File: src/logic/urb_regs.svh
`ifndef URB_REGS_SVH
`define URB_REGS_SVH

// receive buffer depth and data width
`define URB_DEPTH 2
`define URB_DATA_W 9
`define URB_BYTE_W 8

// buffer entry layout: data, then the three error flags
`define URB_ENT_W 12
`define URB_FE_BIT 9
`define URB_DOR_BIT 10
`define URB_PE_BIT 11

// character size field codes and bit counts
`define URB_CSZ_W 3
`define URB_CSZ_NINE 3'h7
`define URB_CSZ_BASE 4'h5
`define URB_BITS_EIGHT 4'h8
`define URB_BITS_NINE 4'h9
`define URB_CSZ_MAX_STD 3'h3

// bit index width and reset values
`define URB_IDX_W 4
`define URB_IDX_ONE 4'h1
`define URB_IDX_RST 4'h0
`define URB_SHIFT_RST 9'h000
`define URB_ENT_RST 12'h000
`define URB_BYTE_RST 8'h00

`endif

File: src/logic/urb_pkg.sv
package urb_pkg;

    // receive sequencer states, one-hot
    typedef enum logic [4:0] {
        URB_ST_IDLE = 5'h01,
        URB_ST_DATA = 5'h02,
        URB_ST_PAR = 5'h04,
        URB_ST_STOP = 5'h08,
        URB_ST_HOLD = 5'h10
    } urb_rx_state_t;

endpackage : urb_pkg

File: src/logic/urb_rx_status.sv
`timescale 1ns/100ps
`include "urb_regs.svh"

// Operation
// - complete flag is one exactly while the buffer holds unread frames
// - clearing receiver enable empties the buffer and drops the complete flag
// - complete interrupt requested while its enable, global enable and flag are set
// - error flags stored per entry, flags of the oldest entry are shown
// - data read advances the read position; read status first
// - software cannot write the three error flags
// - error flags never raise an interrupt
// - frame error is one when the first stop bit sampled zero
// - only the first stop bit is checked, stop count setting ignored
// - two-entry buffer; overrun on full buffer, held frame and new start
// - overrun marks lost frames; clears on the next successful transfer
// - parity error reads zero while parity checking is disabled
// - parity checked only with enable bit set; odd select picks the sense
// - checker compares data parity with parity bit, result stored with data
// - parity error only if checking was on at arrival; valid until read
// - disabling the receiver is immediate, the frame being shifted is lost
// - receiver releases the pin override while disabled
// - ninth bit stored per entry and shown; read it before the low byte
// - unused upper data bits read as zero for short characters
module urb_rx_status #(
    parameter int DEPTH = `URB_DEPTH
) (
    input wire logic core_clk,
    input wire logic rstn,
    input wire logic rx_enable_bit,
    input wire logic rx_complete_irq_enable,
    input wire logic global_irq_enable,
    input wire logic parity_enable_bit,
    input wire logic parity_odd_select,
    input wire logic [`URB_CSZ_W-1:0] char_size_field,
    input wire logic start_detect,
    input wire logic bit_strobe,
    input wire logic bit_value,
    input wire logic data_read,
    output logic [`URB_BYTE_W-1:0] serial_data_location,
    output logic rx_ninth_bit,
    output logic frame_error_flag,
    output logic overrun_flag,
    output logic parity_error_flag,
    output logic rx_complete_flag,
    output logic rx_complete_irq,
    output logic rx_pin_override,
    output logic rx_busy
);
    import urb_pkg::*;

    localparam int PW = (DEPTH > 1) ? $clog2(DEPTH) : 1;
    localparam int CW = PW + 1;

    // pointers wrap by carry-out, so only powers of two are served
    generate
        if ((DEPTH < 2) || (DEPTH != (1 << PW)))
        begin : g_bad_depth
            $error("urb_rx_status: DEPTH must be a power of two, at least 2");
        end
    endgenerate

    urb_rx_state_t state_r;
    urb_rx_state_t state_nxt;

    logic [`URB_DATA_W-1:0] shift_r;
    logic [`URB_IDX_W-1:0] bit_idx_r;
    logic [`URB_IDX_W-1:0] bits_r;
    logic [`URB_IDX_W-1:0] bits_nxt;
    logic par_on_r;
    logic par_odd_r;
    logic fe_r;
    logic pe_r;
    logic dor_pend_r;

    logic [PW-1:0] wr_ptr_r;
    logic [PW-1:0] rd_ptr_r;
    logic [PW-1:0] rd_ptr_nxt;
    logic [CW-1:0] count_r;

    logic full;
    logic have_data;
    logic start_ok;
    logic last_data;
    logic frame_done;
    logic held;
    logic push;
    logic pop;
    logic overrun_hit;
    logic wr_fe;
    logic [`URB_ENT_W-1:0] wr_entry;
    logic [`URB_ENT_W-1:0] rd_entry;

    // buffer occupancy
    assign full = (count_r == CW'(DEPTH));
    assign have_data = (count_r != '0);

    // a start is taken when idle or when a finished frame still waits
    assign start_ok = rx_enable_bit && start_detect &&
        ((state_r == URB_ST_IDLE) || (state_r == URB_ST_HOLD));

    assign last_data = (state_r == URB_ST_DATA) && bit_strobe &&
        (bit_idx_r == (bits_r - `URB_IDX_ONE));

    // first stop bit ends the frame; a second one is never looked at
    assign frame_done = rx_enable_bit && bit_strobe &&
        (state_r == URB_ST_STOP);

    assign held = rx_enable_bit && (state_r == URB_ST_HOLD);

    // move the finished frame whenever there is room
    assign push = (frame_done || held) && !full;

    // a read of an empty buffer is simply dropped
    assign pop = rx_enable_bit && data_read && have_data;

    // buffer full, frame held, new start: the held frame is lost
    assign overrun_hit = start_ok && held && full;

    // the stop bit is still on the line in the cycle the frame is taken
    assign wr_fe = (state_r == URB_ST_STOP) ? !bit_value : fe_r;

    // flags travel with their own frame through the buffer
    always_comb
    begin
        wr_entry = `URB_ENT_RST;
        wr_entry[`URB_DATA_W-1:0] = shift_r;
        wr_entry[`URB_FE_BIT] = wr_fe;
        wr_entry[`URB_DOR_BIT] = dor_pend_r;
        wr_entry[`URB_PE_BIT] = pe_r;
    end

    // character length from the size field; reserved codes act as eight bits
    always_comb
    begin
        if (char_size_field == `URB_CSZ_NINE)
        begin
            bits_nxt = `URB_BITS_NINE;
        end
        else if (char_size_field <= `URB_CSZ_MAX_STD)
        begin
            bits_nxt = `URB_CSZ_BASE + {1'b0, char_size_field};
        end
        else
        begin
            bits_nxt = `URB_BITS_EIGHT;
        end
    end

    // sequencer; losing the enable aborts whatever is under way
    always_comb
    begin
        state_nxt = state_r;
        case (state_r)
            URB_ST_IDLE:
            begin
                if (start_ok)
                begin
                    state_nxt = URB_ST_DATA;
                end
            end
            URB_ST_DATA:
            begin
                if (last_data)
                begin
                    state_nxt = par_on_r ? URB_ST_PAR : URB_ST_STOP;
                end
            end
            URB_ST_PAR:
            begin
                if (bit_strobe)
                begin
                    state_nxt = URB_ST_STOP;
                end
            end
            URB_ST_STOP:
            begin
                if (bit_strobe)
                begin
                    state_nxt = full ? URB_ST_HOLD : URB_ST_IDLE;
                end
            end
            URB_ST_HOLD:
            begin
                if (start_ok)
                begin
                    state_nxt = URB_ST_DATA;
                end
                else if (!full)
                begin
                    state_nxt = URB_ST_IDLE;
                end
            end
            default:
            begin
                state_nxt = URB_ST_IDLE;
            end
        endcase
        if (!rx_enable_bit)
        begin
            state_nxt = URB_ST_IDLE;
        end
    end

    always_ff @(posedge core_clk or negedge rstn)
    begin
        if (!rstn)
        begin
            state_r <= URB_ST_IDLE;
        end
        else
        begin
            state_r <= state_nxt;
        end
    end

    // frame format is latched at the start so a mid-frame change cannot split it
    always_ff @(posedge core_clk or negedge rstn)
    begin
        if (!rstn)
        begin
            bits_r <= `URB_BITS_EIGHT;
            par_on_r <= 1'b0;
            par_odd_r <= 1'b0;
        end
        else if (start_ok)
        begin
            bits_r <= bits_nxt;
            par_on_r <= parity_enable_bit;
            par_odd_r <= parity_odd_select;
        end
    end

    // data bits arrive lsb first; unused upper bits stay cleared
    always_ff @(posedge core_clk or negedge rstn)
    begin
        if (!rstn)
        begin
            shift_r <= `URB_SHIFT_RST;
            bit_idx_r <= `URB_IDX_RST;
        end
        else if (start_ok)
        begin
            shift_r <= `URB_SHIFT_RST;
            bit_idx_r <= `URB_IDX_RST;
        end
        else if (rx_enable_bit && bit_strobe && (state_r == URB_ST_DATA))
        begin
            shift_r[bit_idx_r] <= bit_value;
            bit_idx_r <= bit_idx_r + `URB_IDX_ONE;
        end
    end

    // parity check: even expects data xor parity bit to be zero
    always_ff @(posedge core_clk or negedge rstn)
    begin
        if (!rstn)
        begin
            pe_r <= 1'b0;
        end
        else if (start_ok)
        begin
            pe_r <= 1'b0;
        end
        else if (rx_enable_bit && bit_strobe && (state_r == URB_ST_PAR))
        begin
            pe_r <= par_on_r && ((^shift_r) ^ bit_value ^ par_odd_r);
        end
    end

    // stop bit value kept while the frame waits for room
    always_ff @(posedge core_clk or negedge rstn)
    begin
        if (!rstn)
        begin
            fe_r <= 1'b0;
        end
        else if (frame_done)
        begin
            fe_r <= !bit_value;
        end
    end

    // lost-frame mark rides on the next frame that gets into the buffer
    always_ff @(posedge core_clk or negedge rstn)
    begin
        if (!rstn)
        begin
            dor_pend_r <= 1'b0;
        end
        else if (!rx_enable_bit)
        begin
            dor_pend_r <= 1'b0;
        end
        else if (overrun_hit)
        begin
            dor_pend_r <= 1'b1;
        end
        else if (push)
        begin
            dor_pend_r <= 1'b0;
        end
    end

    // read position; the store is addressed with the next value
    always_comb
    begin
        rd_ptr_nxt = rd_ptr_r;
        if (!rx_enable_bit)
        begin
            rd_ptr_nxt = '0;
        end
        else if (pop)
        begin
            rd_ptr_nxt = rd_ptr_r + PW'(1);
        end
    end

    // pointers and count; disabling flushes every unread frame
    always_ff @(posedge core_clk or negedge rstn)
    begin
        if (!rstn)
        begin
            wr_ptr_r <= '0;
            rd_ptr_r <= '0;
            count_r <= '0;
        end
        else if (!rx_enable_bit)
        begin
            wr_ptr_r <= '0;
            rd_ptr_r <= '0;
            count_r <= '0;
        end
        else
        begin
            rd_ptr_r <= rd_ptr_nxt;
            if (push)
            begin
                wr_ptr_r <= wr_ptr_r + PW'(1);
            end
            if (push && !pop)
            begin
                count_r <= count_r + CW'(1);
            end
            else if (pop && !push)
            begin
                count_r <= count_r - CW'(1);
            end
        end
    end

    urb_fifo_mem #(
        .WIDTH(`URB_ENT_W),
        .DEPTH(DEPTH),
        .AW(PW)
    ) u_mem (
        .clk(core_clk),
        .rstn(rstn),
        .wr_en(push),
        .wr_addr(wr_ptr_r),
        .wr_data(wr_entry),
        .rd_addr(rd_ptr_nxt),
        .rd_data_r(rd_entry)
    );

    // oldest entry presented; all outputs lag the buffer by one edge together
    always_ff @(posedge core_clk or negedge rstn)
    begin
        if (!rstn)
        begin
            serial_data_location <= `URB_BYTE_RST;
            rx_ninth_bit <= 1'b0;
        end
        else if (have_data)
        begin
            serial_data_location <= rd_entry[`URB_BYTE_W-1:0];
            rx_ninth_bit <= rd_entry[`URB_BYTE_W];
        end
        else
        begin
            serial_data_location <= `URB_BYTE_RST;
            rx_ninth_bit <= 1'b0;
        end
    end

    // error flags are read-only images of the oldest entry
    always_ff @(posedge core_clk or negedge rstn)
    begin
        if (!rstn)
        begin
            frame_error_flag <= 1'b0;
            overrun_flag <= 1'b0;
            parity_error_flag <= 1'b0;
        end
        else
        begin
            frame_error_flag <= have_data && rd_entry[`URB_FE_BIT];
            overrun_flag <= have_data && rd_entry[`URB_DOR_BIT];
            parity_error_flag <= have_data && parity_enable_bit &&
                rd_entry[`URB_PE_BIT];
        end
    end

    // complete flag and its request; error flags deliberately feed nothing here
    always_ff @(posedge core_clk or negedge rstn)
    begin
        if (!rstn)
        begin
            rx_complete_flag <= 1'b0;
            rx_complete_irq <= 1'b0;
        end
        else
        begin
            rx_complete_flag <= have_data;
            rx_complete_irq <= have_data && rx_complete_irq_enable &&
                global_irq_enable;
        end
    end

    // pin handed back to the port while disabled
    always_ff @(posedge core_clk or negedge rstn)
    begin
        if (!rstn)
        begin
            rx_pin_override <= 1'b0;
            rx_busy <= 1'b0;
        end
        else
        begin
            rx_pin_override <= rx_enable_bit;
            rx_busy <= (state_nxt != URB_ST_IDLE);
        end
    end

endmodule : urb_rx_status

File: src/logic/urb_fifo_mem.sv
`timescale 1ns/100ps
`include "urb_regs.svh"

// small entry store with a registered read port
module urb_fifo_mem #(
    parameter int WIDTH = `URB_ENT_W,
    parameter int DEPTH = `URB_DEPTH,
    parameter int AW = 1
) (
    input wire logic clk,
    input wire logic rstn,
    input wire logic wr_en,
    input wire logic [AW-1:0] wr_addr,
    input wire logic [WIDTH-1:0] wr_data,
    input wire logic [AW-1:0] rd_addr,
    output logic [WIDTH-1:0] rd_data_r
);

    logic [WIDTH-1:0] mem_r [DEPTH];

    generate
        if (DEPTH > (1 << AW))
        begin : g_bad_aw
            $error("urb_fifo_mem: address too narrow for depth");
        end
    endgenerate

    // storage itself needs no reset, every entry is written before use
    always_ff @(posedge clk)
    begin
        if (wr_en)
        begin
            mem_r[wr_addr] <= wr_data;
        end
    end

    // write-first so an entry pushed into an empty store shows at once
    always_ff @(posedge clk or negedge rstn)
    begin
        if (!rstn)
        begin
            rd_data_r <= '0;
        end
        else if (wr_en && (wr_addr == rd_addr))
        begin
            rd_data_r <= wr_data;
        end
        else
        begin
            rd_data_r <= mem_r[rd_addr];
        end
    end

endmodule : urb_fifo_mem

File: config.mk
export PLATFORM = sky130hd
export DESIGN_NAME = urb_rx_status
export DESIGN_NICKNAME = d
export VERILOG_FILES = /design/src/logic/urb_pkg.sv /design/src/logic/urb_rx_status.sv /design/src/logic/urb_fifo_mem.sv
export VERILOG_INCLUDE_DIRS = /design/src /design/src/logic
export SDC_FILE = /design/constraint.sdc
export NUM_CORES = 1
export LEC_CHECK = 0
export BUFFER_PORTS_ARGS = -buffer_cell sky130_fd_sc_hd__buf_2
export CAP_MARGIN = 10
export CELL_PAD_IN_SITES_DETAIL_PLACEMENT = 0
export CELL_PAD_IN_SITES_GLOBAL_PLACEMENT = 1
export CORE_MARGIN = 3
export CORE_UTILIZATION = 45
export DETAILED_ROUTE_END_ITERATION = 10
export PLACE_DENSITY_LB_ADDON = 0.1
export SLEW_MARGIN = 20
export SYNTH_ARGS = -nofsm -noshare
export SYNTH_HDL_FRONTEND = slang
export SYNTH_SLANG_ARGS = --single-unit
File: constraint.sdc
create_clock -name core_clk -period 4.4 [get_ports core_clk]
set_clock_uncertainty 0.05 [all_clocks]
set_input_delay 0.66 -clock core_clk [delete_from_list [all_inputs] [get_ports core_clk]]
set_output_delay 0.66 -clock core_clk [all_outputs]
set_load 0.005 [all_outputs]
==> qor.yml <==
status: "finished, final reports clean"
grt_pass1_vias: 2556
dp_slack_ps: 1500
grtUsageTotal: 0.167
drt_first_pass_iters: 4
worstSetupEndpointType: "register"
max_cap_viol_count: 0
n_antenna_cell: 0
synth_top_area_share: 0.368
wl_met2_um: 3710
startpoint: "state_r[1]$_DFF_PN0_"
dp_hpwl_um: 5230
cts-buffers-inserted: 9
htreeDepth: 3
synthDistinctLibCells: 51
syn_area_um2: 3880
gp_congestion: 0.797
crit_fanout: 15
ant_nets: 0
postLayoutSetupSlackWorst_ps: 1860
grt_pass1_wl_um: 13000
clk_path_buf_depth: 2
leakage_nw: 1.80
crit_type: "register to register"
core-area_um2: 8300
yosysSeqAreaShare: 0.567
port_buffers: 29
slew_viol_final: 0
syn2layout_area_growth_pct: 9.33
syn_nets: 371
die_w_um: 98.8
p_sw_mw: 0.366
tns_ps: 0
ir_worst_vdd_v: 0.000192
synth_area_leaders: "dfrtp_1 37%, edfxtp_1 19%, o21ai_0 3.4%, xnor2_1 2.9%, ha_1 2.6%"
top_layer: "met4"
clk_pin_slew_ps: 90
whs_ps: 400
wl_met1_um: 3550
p_seq_frac: 0.573
cp-start-kind: "register"
met3_length_um: 272
yosys.area.top_type: "dfrtp_1"
cts_tree: "yes"
insertion_delay_ps: 340
routed-via-count: 2627
slew_headroom: 0.390
postRouteWirelength_um: 7570
wl_per_cell_um: 15.8
clkPwrFrac: 0.344
start_util: 0.467
cts.sinks: 83
switching_share: 0.256
num-nets-final: 390
grt.overflow.total: 0
root_buffer: "clkbuf_8"
drt_iter0_drc: 79
worstMarginPinSlew_ps: 911
chipHeight_um: 98.8
die-area_um2: 9760
async_reset_ff_frac: 0.711
synth_edf_count: 24
fill_cells: 739
cp.required_ps: 4320
post-route-util: 0.511
rsz0062_at_grt: "no"
post_cts_resized: 0
fin_crit_sh: 0.577
crit_chain: "nor3_1 > o2111ai_2 > nor2_1"
io_pins: 30
p_int_mw: 1.06
drive_gt1_frac: 0.150
hp-class: "register to register"
post-route-min-period_ps: 2540
avgViaCountPerCell: 5.50
num_rows: 33
synth_area_per_cell_um2: 11.1
setup_viol: 0
r2r_start: "state_r[1]$_DFF_PN0_"
synthCells: 349
ys_seq_elements: 83
pwr-share-comb: 0.083
cp_slowest_cell: "nor2_1"
hold_viol_final: 0
cp.arrival_ps: 2460
drc: 0
post_cts_buffers: 0
fmax_ghz: 0.394
postCtsHoldBufs: 0
min-delay-start: "u_mem.rd_data_r[10]$_DFF_PN0_"
max_stage_delay_ps: 830
ys.flop_type: "dfrtp_1"
power_density_nw_per_um2: 338
grt_start_max_net_pins: 60
yosysWarnings: 0
antenna_found_initial: 0
==> critical path, delay by kind of cell (launching register included) <==
kind	cells	cell delay, ps
flops	1	470
compound gates	1	430
simple gates	2	1210
==> cells by family after synthesis <==
logic type / synth area share
fa+ha+maj: 0.0258
mux: 0.00775
buf+inv: 0.0394
flops: 0.567
compound gates: 0.120
simple gates: 0.181
xor+xnor: 0.0581
==> sequential cells by signal (all words and copies together) (netlist names), 2 cells and up <==
name and cells:
bit_idx_r 4, bits_r 4, count_r 2, serial_data_location 8
shift_r 9, state_r 5, u_mem.mem_r 24, u_mem.rd_data_r 12
==> final cells by class <==
| type | instances | area [um^2] | share of cell area |
|---|---|---|---|
| multi-input combinational | 231 | 1530 | 0.361 |
| inverter | 13 | 48.8 | 0.0115 |
| clock buffer | 9 | 124 | 0.0292 |
| timing repair buffer | 30 | 153 | 0.0360 |
| tap | 105 | 131 | 0.0310 |
| clock inverter | 7 | 51.3 | 0.0121 |
| sequential | 83 | 2200 | 0.519 |
==> power groups by stage <==
| stage | clock [mW] | sequential (mW) | combinational, mW |
|---|---|---|---|
| 3_3_place_gp | 0 | 0.836 | 0.119 |
| 4_1_cts | 0.508 | 0.820 | 0.121 |
| 5_1_grt | 0.540 | 0.823 | 0.135 |
| 6_report | 0.492 | 0.820 | 0.119 |
| 2_1_floorplan | 0 | 0.830 | 0.0881 |
| 3_5_place_dp | 0 | 0.836 | 0.120 |
==> synth_stat cells, drive strengths merged (2+ instances only) <==
library cell  number
a211oi             4
a21o               3
a21oi             14
a22o               2
a31oi             15
a32oi              2
and2              13
and3               3
buf                5
clkbuf            17
dfrtp             57
dfstp              2
edfxtp            24
ha                 8
inv               13
mux2i              3
nand2             13
nand2b             5
nand3             17
nand3b             2
nand4              8
nand4b             3
nor2              15
nor2b              6
nor3              18
nor4               7
o2111ai            2
o21ai             27
o31ai              3
or2                3
or3                2
or3b               2
xnor2             13
xnor3              3
xor2               5
==> routing by layer <==
layer | track usage | vias up
li1 | - | 1302
met1 | 0.225 | 1266
met2 | 0.273 | 57
met3 | 0.0446 | 2
met4 | 0.0378 | 0
met5 | 0 | -
==> layout by cell type (no fill, tap or decap), drive strengths merged, types with 5 or more instances in the layout <==
master / count
dfrtp: 57
buf: 30
o21ai: 27
edfxtp: 24
nor3: 18
nand3: 17
inv: 16
nor2: 15
a31oi: 15
a21oi: 14
and2: 13
xnor2: 13
nand2: 13
clkbuf: 9
nand4: 8
ha: 8
nor4: 7
nor2b: 6
nand2b: 5
xor2: 5
==> path summary, 6_finish.rpt <==
kind	end	slack (ps)	depth (start not counted)
max	u_mem.mem_r[0][4]$_DFFE_PP_	1860	3
min	overrun_flag$_DFF_PN0_	400	1
max reg2reg	u_mem.mem_r[0][4]$_DFFE_PP_	1860	3
min reg2reg	overrun_flag$_DFF_PN0_	400	1
max in group asynchronous	shift_r[4]$_DFFE_PN0P_	3380	2
min in group asynchronous	rx_complete_irq$_DFF_PN0_	420	2
==> through the flow <==
step / total power [mW] / area, um^2 / instances
6_report: 1.43 / 4240 / 478
5_1_grt: 1.50 / 4240 / 478
4_1_cts: 1.45 / 4230 / 478
3_5_place_dp: 0.956 / 4060 / 462
3_3_place_gp: 0.955 / 4060 / 462
2_1_floorplan: 0.918 / 3880 / 349
(Power assumes the default switching activity.)
